[src/inc/rsso_pkg.sv]
package rsso_pkg;

  // ---------------------------------------------------------------
  // register port layout
  // ---------------------------------------------------------------
  localparam int         REG_W         = 8;
  localparam int         IDX_W         = 2;
  localparam logic [1:0] IDX_STATUS    = 2'h0;
  localparam logic [1:0] IDX_FORCE     = 2'h1;
  localparam logic [1:0] IDX_OPT1      = 2'h2;

  // ---------------------------------------------------------------
  // reset-cause field positions
  // ---------------------------------------------------------------
  localparam int         ST_POR_BIT    = 7;
  localparam int         ST_PIN_BIT    = 6;
  localparam int         ST_WDOG_BIT   = 5;
  localparam int         ST_ILLEGAL_OPCODE_FLAG_BIT   = 4;
  localparam int         ST_CLKGEN_BIT = 2;
  localparam int         ST_LOWV_BIT   = 1;
  localparam logic [7:0] ST_POR_VALUE  = 8'h82;
  localparam logic [7:0] ST_ZERO       = 8'h00;

  // ---------------------------------------------------------------
  // force-reset and options field positions
  // ---------------------------------------------------------------
  localparam int         FORCE_BIT     = 0;
  localparam int         OPT_WDOG_EN   = 7;
  localparam int         OPT_WDOG_TO   = 6;
  localparam int         OPT_STOP      = 5;
  localparam int         OPT_DBGPIN    = 1;
  localparam int         OPT_RSTPIN    = 0;

  // ---------------------------------------------------------------
  // option reset values
  // ---------------------------------------------------------------
  localparam logic       RST_WDOG_EN   = 1'b1;
  localparam logic       RST_WDOG_TO   = 1'b1;
  localparam logic       RST_STOP      = 1'b0;
  localparam logic       RST_DBGPIN    = 1'b1;
  localparam logic       RST_RSTPIN    = 1'b0;

  // ---------------------------------------------------------------
  // sequencing
  // ---------------------------------------------------------------
  typedef enum logic [1:0] {
    ST_CAPT = 2'b01,
    ST_RUN  = 2'b10
  } rsso_state_t;

endpackage : rsso_pkg

[src/core/rsso_once.sv]
`timescale 1ns/100ps
module rsso_once
  import rsso_pkg::*;
(
  // clock and reset
  input  wire logic CORE_CLK_IN,
  input  wire logic RSTN_IN,
  // write side
  input  wire logic wr_en_in,
  input  wire logic [7:0] wdata_in,
  // held options
  output logic      wdog_en_out,
  output logic      wdog_long_out,
  output logic      stop_permit_out,
  output logic      dbg_pin_en_out,
  output logic      written_out
);

  logic accept;

  assign accept = wr_en_in & ~written_out;

  always_ff @(posedge CORE_CLK_IN or negedge RSTN_IN) begin
    if (!RSTN_IN) begin
      wdog_en_out     <= RST_WDOG_EN;
      wdog_long_out   <= RST_WDOG_TO;
      stop_permit_out <= RST_STOP;
      dbg_pin_en_out  <= RST_DBGPIN;
      written_out     <= 1'b0;
    end else if (accept) begin
      wdog_en_out     <= wdata_in[OPT_WDOG_EN];
      wdog_long_out   <= wdata_in[OPT_WDOG_TO];
      stop_permit_out <= wdata_in[OPT_STOP];
      dbg_pin_en_out  <= wdata_in[OPT_DBGPIN];
      written_out     <= 1'b1;
    end
  end

  property p_once_locked;
    @(posedge CORE_CLK_IN) disable iff (!RSTN_IN)
    (written_out && wr_en_in) |=>
      ($stable(wdog_en_out) && $stable(wdog_long_out) && $stable(stop_permit_out) && $stable(dbg_pin_en_out));
  endproperty
  a_once_locked: assert property (p_once_locked) else $error("options changed after first write");

  property p_once_first;
    @(posedge CORE_CLK_IN) disable iff (!RSTN_IN)
    (!written_out && wr_en_in) |=> (written_out && stop_permit_out == $past(wdata_in[OPT_STOP]));
  endproperty
  a_once_first: assert property (p_once_first) else $error("first options write not taken");

endmodule : rsso_once

[src/core/rsso_core.sv]
`timescale 1ns/100ps
module rsso_core
  import rsso_pkg::*;
(
  // clock and reset
  input  wire logic             CORE_CLK_IN,
  input  wire logic             RSTN_IN,
  // register port
  input  wire logic [IDX_W-1:0] REG_IDX_IN,
  input  wire logic             REG_WR_IN,
  input  wire logic             REG_RD_IN,
  input  wire logic [REG_W-1:0] REG_WDATA_IN,
  input  wire logic             REG_BDM_IN,
  output logic      [REG_W-1:0] REG_RDATA_OUT,
  // cause levels held by the reset controller through reset
  input  wire logic             CAUSE_POR_IN,
  input  wire logic             CAUSE_LVR_IN,
  input  wire logic             CAUSE_PIN_IN,
  input  wire logic             CAUSE_WDOG_IN,
  input  wire logic             CAUSE_ILLEGAL_OPCODE_FLAG_IN,
  input  wire logic             CAUSE_CLKGEN_IN,
  input  wire logic             CAUSE_FORCE_IN,
  // reset sources
  input  wire logic             WDOG_TIMEOUT_IN,
  input  wire logic             STOP_EXEC_IN,
  input  wire logic             BACKGROUND_INSTRUCTION_EXEC_IN,
  input  wire logic             ILLEGAL_OP_IN,
  input  wire logic             BG_MODE_EN_IN,
  input  wire logic             LOWV_TRIP_IN,
  input  wire logic             LOWV_DETECT_EN_IN,
  input  wire logic             LOWV_RESET_EN_IN,
  input  wire logic             LOWV_STOP_EN_IN,
  input  wire logic             STOP_MODE_IN,
  // reset requests
  output logic                  WDOG_RST_REQ_OUT,
  output logic                  ILLEGAL_OPCODE_FLAG_RST_REQ_OUT,
  output logic                  LOWV_RST_REQ_OUT,
  output logic                  FORCE_RST_REQ_OUT,
  // watchdog control
  output logic                  WDOG_CLEAR_OUT,
  output logic                  WDOG_ENABLE_OUT,
  output logic                  WDOG_LONG_OUT,
  // mode and pin control
  output logic                  STOP_PERMIT_OUT,
  output logic                  DEBUG_PIN_EN_OUT,
  output logic                  RESET_PIN_EN_OUT,
  output logic                  OPT_WRITTEN_OUT
);

  // ---------------------------------------------------------------
  // state
  // ---------------------------------------------------------------
  rsso_state_t state_r;
  logic [7:0]  status_r;
  logic [7:0]  status_nxt;
  logic        rstpin_r;
  logic        rstpin_nxt;
  logic [7:0]  rdata_nxt;

  wire run     = (state_r == ST_RUN);
  wire capt    = (state_r == ST_CAPT);
  wire wr_stat = run & REG_WR_IN & (REG_IDX_IN == IDX_STATUS);
  wire wr_frc  = run & REG_WR_IN & (REG_IDX_IN == IDX_FORCE);
  wire wr_opt  = run & REG_WR_IN & (REG_IDX_IN == IDX_OPT1);
  wire rd_any  = run & REG_RD_IN;

  // ---------------------------------------------------------------
  // reset-cause capture
  // ---------------------------------------------------------------
  // flags are sampled on the first edge after release: an async
  // reset can only load constants, and lvr must keep the old por bit
  wire [7:0] other_cause = (8'(CAUSE_PIN_IN)    << ST_PIN_BIT)
                         | (8'(CAUSE_WDOG_IN)   << ST_WDOG_BIT)
                         | (8'(CAUSE_ILLEGAL_OPCODE_FLAG_IN)   << ST_ILLEGAL_OPCODE_FLAG_BIT)
                         | (8'(CAUSE_CLKGEN_IN) << ST_CLKGEN_BIT);
  wire [7:0] lvr_cause   = (8'(status_r[ST_POR_BIT]) << ST_POR_BIT)
                         | (8'h01 << ST_LOWV_BIT);

  always_comb begin
    if (!capt) begin
      status_nxt = status_r;
    end else if (CAUSE_FORCE_IN) begin
      status_nxt = ST_ZERO;
    end else if (CAUSE_POR_IN) begin
      status_nxt = ST_POR_VALUE;
    end else if (CAUSE_LVR_IN) begin
      status_nxt = lvr_cause;
    end else begin
      status_nxt = other_cause;
    end
  end

  // only power-on drops the reset pin back to its port function
  always_comb begin
    if (capt && CAUSE_POR_IN) begin
      rstpin_nxt = RST_RSTPIN;
    end else if (wr_opt && !OPT_WRITTEN_OUT) begin
      rstpin_nxt = REG_WDATA_IN[OPT_RSTPIN];
    end else begin
      rstpin_nxt = rstpin_r;
    end
  end

  // ---------------------------------------------------------------
  // sequencing
  // ---------------------------------------------------------------
  always_ff @(posedge CORE_CLK_IN or negedge RSTN_IN) begin
    if (!RSTN_IN) begin
      state_r <= ST_CAPT;
    end else begin
      unique case (state_r)
        ST_CAPT: begin
          state_r <= ST_RUN;
        end
        ST_RUN: begin
          state_r <= ST_RUN;
        end
        default: begin
          state_r <= ST_CAPT;
        end
      endcase
    end
  end

  // not reset on purpose: these must survive a non power-on reset
  always_ff @(posedge CORE_CLK_IN) begin
    status_r <= status_nxt;
    rstpin_r <= rstpin_nxt;
  end

  // ---------------------------------------------------------------
  // write-once options
  // ---------------------------------------------------------------
  rsso_once u_once (
    .CORE_CLK_IN     (CORE_CLK_IN),
    .RSTN_IN         (RSTN_IN),
    .wr_en_in        (wr_opt),
    .wdata_in        (REG_WDATA_IN),
    .wdog_en_out     (WDOG_ENABLE_OUT),
    .wdog_long_out   (WDOG_LONG_OUT),
    .stop_permit_out (STOP_PERMIT_OUT),
    .dbg_pin_en_out  (DEBUG_PIN_EN_OUT),
    .written_out     (OPT_WRITTEN_OUT)
  );

  assign RESET_PIN_EN_OUT = rstpin_r;

  // ---------------------------------------------------------------
  // reset sources
  // ---------------------------------------------------------------
  wire illegal_opcode_flag_hit  = (STOP_EXEC_IN & ~STOP_PERMIT_OUT)
                 | (BACKGROUND_INSTRUCTION_EXEC_IN & ~BG_MODE_EN_IN)
                 | ILLEGAL_OP_IN;
  wire wdog_hit  = WDOG_TIMEOUT_IN & WDOG_ENABLE_OUT;
  wire lowv_live = LOWV_DETECT_EN_IN & (~STOP_MODE_IN | LOWV_STOP_EN_IN);
  wire lowv_hit  = LOWV_TRIP_IN & lowv_live & LOWV_RESET_EN_IN;
  // user-program writes never reach the force request
  wire force_hit = wr_frc & REG_BDM_IN & REG_WDATA_IN[FORCE_BIT];

  always_ff @(posedge CORE_CLK_IN or negedge RSTN_IN) begin
    if (!RSTN_IN) begin
      WDOG_RST_REQ_OUT  <= 1'b0;
      ILLEGAL_OPCODE_FLAG_RST_REQ_OUT  <= 1'b0;
      LOWV_RST_REQ_OUT  <= 1'b0;
      FORCE_RST_REQ_OUT <= 1'b0;
      WDOG_CLEAR_OUT    <= 1'b0;
    end else begin
      WDOG_RST_REQ_OUT  <= run & wdog_hit;
      ILLEGAL_OPCODE_FLAG_RST_REQ_OUT  <= run & illegal_opcode_flag_hit;
      LOWV_RST_REQ_OUT  <= run & lowv_hit;
      FORCE_RST_REQ_OUT <= force_hit;
      WDOG_CLEAR_OUT    <= wr_stat;
    end
  end

  // ---------------------------------------------------------------
  // read path
  // ---------------------------------------------------------------
  function automatic logic [7:0] read_mux(input logic [1:0] idx, input logic [7:0] st, input logic [7:0] opt);
    logic [7:0] v;
    v = ST_ZERO;
    unique case (idx)
      IDX_STATUS: v = st;
      IDX_OPT1:   v = opt;
      default:    v = ST_ZERO;
    endcase
    return v;
  endfunction : read_mux

  wire [7:0] opt_view = (8'(WDOG_ENABLE_OUT)  << OPT_WDOG_EN)
                      | (8'(WDOG_LONG_OUT)    << OPT_WDOG_TO)
                      | (8'(STOP_PERMIT_OUT)  << OPT_STOP)
                      | (8'(DEBUG_PIN_EN_OUT) << OPT_DBGPIN)
                      | (8'(rstpin_r)         << OPT_RSTPIN);
  wire [7:0] st_view  = status_r & (ST_POR_VALUE | other_cause_mask());

  function automatic logic [7:0] other_cause_mask();
    return (8'h01 << ST_PIN_BIT) | (8'h01 << ST_WDOG_BIT)
         | (8'h01 << ST_ILLEGAL_OPCODE_FLAG_BIT) | (8'h01 << ST_CLKGEN_BIT);
  endfunction : other_cause_mask

  assign rdata_nxt = rd_any ? read_mux(REG_IDX_IN, st_view, opt_view) : REG_RDATA_OUT;

  always_ff @(posedge CORE_CLK_IN or negedge RSTN_IN) begin
    if (!RSTN_IN) begin
      REG_RDATA_OUT <= ST_ZERO;
    end else begin
      REG_RDATA_OUT <= rdata_nxt;
    end
  end

  // ---------------------------------------------------------------
  // checks
  // ---------------------------------------------------------------
  property p_st_zero_bits;
    @(posedge CORE_CLK_IN) disable iff (!RSTN_IN)
    (rd_any && REG_IDX_IN == IDX_STATUS) |=> (REG_RDATA_OUT[3] == 1'b0 && REG_RDATA_OUT[0] == 1'b0);
  endproperty
  a_st_zero_bits: assert property (p_st_zero_bits) else $error("cause bits 3/0 not zero");

  property p_force_clear;
    @(posedge CORE_CLK_IN) disable iff (!RSTN_IN)
    (capt && CAUSE_FORCE_IN) |=> (status_r == ST_ZERO);
  endproperty
  a_force_clear: assert property (p_force_clear) else $error("flags set after forced reset");

  property p_stat_write;
    @(posedge CORE_CLK_IN) disable iff (!RSTN_IN)
    wr_stat |=> (WDOG_CLEAR_OUT && $stable(status_r));
  endproperty
  a_stat_write: assert property (p_stat_write) else $error("status write misbehaved");

  property p_por_value;
    @(posedge CORE_CLK_IN) disable iff (!RSTN_IN)
    (capt && CAUSE_POR_IN && !CAUSE_FORCE_IN) |=> (status_r == ST_POR_VALUE && !rstpin_r);
  endproperty
  a_por_value: assert property (p_por_value) else $error("power-on cause wrong");

  property p_lvr_value;
    @(posedge CORE_CLK_IN) disable iff (!RSTN_IN)
    (capt && CAUSE_LVR_IN && !CAUSE_POR_IN && !CAUSE_FORCE_IN) |=>
      (status_r[ST_POR_BIT] == $past(status_r[ST_POR_BIT]) && status_r[6:1] == 6'h01);
  endproperty
  a_lvr_value: assert property (p_lvr_value) else $error("low-voltage cause wrong");

  property p_illegal_opcode_flag_stop;
    @(posedge CORE_CLK_IN) disable iff (!RSTN_IN)
    (run && STOP_EXEC_IN && !STOP_PERMIT_OUT) |=> ILLEGAL_OPCODE_FLAG_RST_REQ_OUT;
  endproperty
  a_illegal_opcode_flag_stop: assert property (p_illegal_opcode_flag_stop) else $error("illegal stop not reset");

  property p_wdog_block;
    @(posedge CORE_CLK_IN) disable iff (!RSTN_IN)
    !WDOG_ENABLE_OUT |=> !WDOG_RST_REQ_OUT;
  endproperty
  a_wdog_block: assert property (p_wdog_block) else $error("disabled watchdog reset");

  property p_lowv_gate;
    @(posedge CORE_CLK_IN) disable iff (!RSTN_IN)
    (!LOWV_RESET_EN_IN || !LOWV_DETECT_EN_IN || (STOP_MODE_IN && !LOWV_STOP_EN_IN)) |=> !LOWV_RST_REQ_OUT;
  endproperty
  a_lowv_gate: assert property (p_lowv_gate) else $error("gated low-voltage reset");

  property p_force_user;
    @(posedge CORE_CLK_IN) disable iff (!RSTN_IN)
    (REG_WR_IN && REG_IDX_IN == IDX_FORCE && !REG_BDM_IN) |=> !FORCE_RST_REQ_OUT;
  endproperty
  a_force_user: assert property (p_force_user) else $error("user force write honoured");

  property p_force_read;
    @(posedge CORE_CLK_IN) disable iff (!RSTN_IN)
    (rd_any && REG_IDX_IN == IDX_FORCE) |=> (REG_RDATA_OUT == ST_ZERO);
  endproperty
  a_force_read: assert property (p_force_read) else $error("force register read nonzero");

  property p_opt_zero;
    @(posedge CORE_CLK_IN) disable iff (!RSTN_IN)
    (rd_any && REG_IDX_IN == IDX_OPT1) |=> (REG_RDATA_OUT[3:2] == 2'h0);
  endproperty
  a_opt_zero: assert property (p_opt_zero) else $error("options bits 3/2 nonzero");

  property p_other_clear;
    @(posedge CORE_CLK_IN) disable iff (!RSTN_IN)
    (capt && !CAUSE_FORCE_IN && !CAUSE_POR_IN && !CAUSE_LVR_IN) |=>
      (!status_r[ST_POR_BIT] && !status_r[ST_LOWV_BIT] && status_r[ST_WDOG_BIT] == $past(CAUSE_WDOG_IN));
  endproperty
  a_other_clear: assert property (p_other_clear) else $error("other-reset cause wrong");

  property p_pin_flag;
    @(posedge CORE_CLK_IN) disable iff (!RSTN_IN)
    (capt && CAUSE_PIN_IN && !CAUSE_FORCE_IN && !CAUSE_POR_IN && !CAUSE_LVR_IN) |=> status_r[ST_PIN_BIT];
  endproperty
  a_pin_flag: assert property (p_pin_flag) else $error("pin cause not flagged");

  property p_illegal_opcode_flag_background_instruction;
    @(posedge CORE_CLK_IN) disable iff (!RSTN_IN)
    (run && BACKGROUND_INSTRUCTION_EXEC_IN && !BG_MODE_EN_IN) |=> ILLEGAL_OPCODE_FLAG_RST_REQ_OUT;
  endproperty
  a_illegal_opcode_flag_background_instruction: assert property (p_illegal_opcode_flag_background_instruction) else $error("illegal background not reset");

  property p_wdog_fire;
    @(posedge CORE_CLK_IN) disable iff (!RSTN_IN)
    (run && WDOG_TIMEOUT_IN && WDOG_ENABLE_OUT) |=> WDOG_RST_REQ_OUT;
  endproperty
  a_wdog_fire: assert property (p_wdog_fire) else $error("enabled watchdog did not reset");

  property p_lowv_fire;
    @(posedge CORE_CLK_IN) disable iff (!RSTN_IN)
    (run && LOWV_TRIP_IN && LOWV_DETECT_EN_IN && LOWV_RESET_EN_IN && (!STOP_MODE_IN || LOWV_STOP_EN_IN)) |=>
      LOWV_RST_REQ_OUT;
  endproperty
  a_lowv_fire: assert property (p_lowv_fire) else $error("low-voltage trip did not reset");

  property p_force_bdm;
    @(posedge CORE_CLK_IN) disable iff (!RSTN_IN)
    (run && REG_WR_IN && REG_IDX_IN == IDX_FORCE && REG_BDM_IN && REG_WDATA_IN[FORCE_BIT]) |=>
      FORCE_RST_REQ_OUT;
  endproperty
  a_force_bdm: assert property (p_force_bdm) else $error("debug force write not honoured");

  property p_opt_reset;
    @(posedge CORE_CLK_IN) disable iff (!RSTN_IN)
    capt |-> (DEBUG_PIN_EN_OUT && WDOG_ENABLE_OUT && !STOP_PERMIT_OUT && !OPT_WRITTEN_OUT);
  endproperty
  a_opt_reset: assert property (p_opt_reset) else $error("options not at reset values");

  property p_rstpin_keep;
    @(posedge CORE_CLK_IN) disable iff (!RSTN_IN)
    (capt && !CAUSE_POR_IN) |=> $stable(rstpin_r);
  endproperty
  a_rstpin_keep: assert property (p_rstpin_keep) else $error("reset pin select lost");

endmodule : rsso_core

[config.mk]
export PLATFORM = sky130hd
export DESIGN_NAME = rsso_core
export DESIGN_NICKNAME = d
export VERILOG_FILES = /design/src/inc/rsso_pkg.sv /design/src/core/rsso_once.sv /design/src/core/rsso_core.sv
export SDC_FILE = /design/constraint.sdc
export NUM_CORES = 1
export LEC_CHECK = 0
export ABC_AREA = 1
export ABC_CLOCK_PERIOD_IN_PS = 1900
export CAP_MARGIN = 15
export CORE_UTILIZATION = 55
export CTS_CLUSTER_SIZE = 16
export DETAILED_ROUTE_END_ITERATION = 10
export DONT_BUFFER_PORTS = 1
export MAX_ROUTING_LAYER = met4
export PLACE_DENSITY = 0.7
export SKIP_CTS_REPAIR_TIMING = 1
export SLEW_MARGIN = 20
export SYNTH_ARGS = -nofsm -noshare
export SYNTH_HDL_FRONTEND = slang
export SYNTH_HIERARCHICAL = 1
export SYNTH_SLANG_ARGS = --single-unit
[constraint.sdc]
create_clock -name CORE_CLK_IN -period 1.9 [get_ports CORE_CLK_IN]
set_input_delay 0.095 -clock CORE_CLK_IN [delete_from_list [all_inputs] [get_ports CORE_CLK_IN]]
set_output_delay 0.095 -clock CORE_CLK_IN [all_outputs]
set_load 0.01 [all_outputs]
==> results.md <==
| Quantity | This run |
| --- | --- |
| Met3 track demand over resource | 3.85% |
| Synthesized netlist net count | 157 |
| Type of element capturing the critical path | flip-flop |
| Max-Cap Viols | 0 |
| Number of unique standard cell types used by synthesis | 20 |
| Residual overflow from global routing | 0 |
| Inserted Clock Buffers | 3 |
| Number of setup violations in the final report | 0 |
| Clock tree sinks | 26 |
| Hold worst-path end | REG_RDATA_OUT[0] |
| Worst setup slack before clock tree synthesis | 340 ps |
| Final nets | 182 |
| Post-layout minimum cycle time | 1880 ps |
| Number of diodes | 0 |
| Syn Area/Cell | 9.05 µm² |
| Number of optimization iterations in the first detailed-route pass | 4 |
| Global-route wire length before repair | 3010 µm |
| Met1 global-route usage | 22.8% |
| Total via count after detailed routing | 909 |
| Number of levels the H-tree was split into | 1 |
| FILL cells | 125 |
| Number of cell rows | 15 |
| Cell area after placement | 0.00114 mm² |
| Avg Vias per Cell | 5.28 |
| Hold crit path type | primary input to flip-flop |
| Synth-to-Final Area Change | 23.4% |
| Maximum number of pins on one net before global-route repair | 20 |
| Minimum hold slack | 0.609 ps |
| Critical Path RT | 2160 ps |
| Classification of the worst setup path | primary input to flip-flop |
| Clock buffer depth | 2 |
| Area of all placed cells without fillers | 0.00137 mm² |
| Die footprint | 0.00221 mm² |
| Most utilized layer in the global route result | met2 |
| Final Util | 76.3% |
| Area of the placeable core | 0.00180 mm² |
| Element type at the critical path start | primary input |
| Met2 capacity usage during global routing | 36.1% |
| Arrival time of the worst setup path | 2140 ps |
| Reg2Reg Setup Slack | 120 ps |
| Maximum fanout encountered on the critical timing path | 3 |
| Slew Limit Headroom | 45.3% |
| Largest vdd supply drop | 0.000562 V |
| Min-delay src | REG_IDX_IN[0] |
| Depth of the worst register-to-register path | 5 |
| Gate count after technology mapping | 123 |
| Total global routing track utilization | 20.9% |
| Post-detailed-placement half-perimeter wirelength | 1650 µm |
| Leading cell type in the layout, fill and taps excluded | nand2_1 |
| Worst Max-Slew Pin Slew | 818 ps |
| Final WL | 2530 µm |
| Worst reg2reg endpoint | FORCE_RST_REQ_OUT |
| Clock Latency Late Sink | 320 ps |
| Count of final max-slew check failures | 0 |
| Iteration-0 DRC count of the detailed router | 19 |
| Worst hold path depth | 3 |
| Wirelength per Cell | 14.7 µm |
| Pleak | 0.695 nW |
| Summed instance area of the synthesized netlist | 0.00111 mm² |
| Final worst-path cycle share | 98.9% |
| Initial Utilization | 61.8% |
| Power density cells | 671 mW/mm² |
| Vert. Die Dim | 47.0 µm |
| Worst Setup Slack, final | 20.2 ps |
| Horizontal die dimension | 47.0 µm |
| Placer Congestion | 0.826 |
| Drc violations | 0 |
| Synthesized flop and latch total | 26 |
| Source of the critical timing path | REG_IDX_IN[1] |
| Number of synthesis warnings | 6 |
| Number of global-route vias before repair | 748 |
| Number of primary I/O pins | 51 |
| Reg-to-Reg Start | state_r[0] |
| Initial antenna violation count | 0 |
| Commonest cells after routing, fill and taps aside | 32 x nand2_1, 22 x inv_1, 21 x dlygate4sd3_1 |
| Clock tree from TritonCTS | yes |
| Final Hold Violating Endpoints | 0 |
| Sum of negative setup slack | 0 ps |
| Routed Antenna Nets | 0 |
| Sequential-to-total area share from yosys stat | 61.1% |
| Skew final | 7.91 ps |
| Result of the run | finished clean |
| Post-CTS clock slew at the launch and capture registers of the worst setup and hold paths | 130 ps |
| Max Clk Rate | 532 MHz |
| Port-buffer cells | 0 |
| Layout cell share with drive strength beyond 1 | 9.52% |
| Root cell of the clock tree | clkbuf_4 |
-- power by group --
group	total [mW]	switching, mW	leakage (nW)	internal, mW
clock network	0.240	0.158	0.0150	0.0821
registers	0.599	0.0149	0.286	0.584
logic	0.0829	0.0426	0.394	0.0403
total	0.921	0.215	0.695	0.706
-- layout make-up --
type	instances	area (µm²)	area share [%]
well taps	25	31.3	2.28
repair buffers	21	210	15.3
clock buffers	4	26.3	1.91
multi-input cells	72	335	24.4
inverters	24	90.1	6.56
flip-flops and latches	26	681	49.5
-- cell families after synthesis --
logic type	after synthesis	share of synthesized area [%]
AO/OA/AOI/OAI	7	3.37
flip-flops	26	61.1
buffers and inverters	25	8.76
other	1	0.337
AND/OR/NAND/NOR	62	24.2
adder cells (fa/ha/maj)	2	2.25
-- stage by stage --
stage	total power [mW]	std cells
floorplan	0.643	123
global placement	0.648	147
detailed placement	0.651	147
CTS	0.880	151
global route	0.955	172
finish	0.921	172
-- state kept, by name, summed over array words and instances, names as in the netlist --
register and flops:
LOWV_RST_REQ_OUT 1, REG_RDATA_OUT 7, WDOG_RST_REQ_OUT 1, WDOG_CLEAR_OUT 1
ILLEGAL_OPCODE_FLAG_RST_REQ_OUT 1, u_once/written_out 1, u_once/stop_permit_out 1, status_r 6
u_once/wdog_long_out 1, state_r 2, u_once/dbg_pin_en_out 1, FORCE_RST_REQ_OUT 1
u_once/wdog_en_out 1, RESET_PIN_EN_OUT 1
-- cells in the mapped netlist, drive strengths merged --
cell,number,share of area (%)
nand2,35,12
inv,24,8.1
dfrtp,15,34
nor2,12,4.3
nand3,11,4.9
edfxtp,6,16
dfstp,4,9.4
o21ai,4,1.8
a21oi,2,0.90
ha,2,2.2
nand4,2,1.1
and3,1,0.67
buf,1,0.67
conb,1,0.34
dfxtp,1,1.8
nand3b,1,0.67
o211ai,1,0.67
-- metal layers --
metal	share of wire, %	vias up
met2	52	53
met3	7.9	8
li1	-	425
met5	0	-
met1	38	423
met4	2.3	0
-- worst max path at each step --
stage,endpoint,slack (ps)
finish,WDOG_CLEAR_OUT,20
global route,WDOG_CLEAR_OUT,-2
CTS,u_once/stop_permit_out,300
detailed placement,u_once/stop_permit_out,340
global placement,RESET_PIN_EN_OUT,400
floorplan,u_once/stop_permit_out,580
-- critical path: stages --
cell,delay [ps]
dlygate4sd3_1,550
nor2_1,180
dlygate4sd3_1,580
inv_1,60
nor2_1,110
dlygate4sd3_1,570
(Power assumes the default switching activity.)
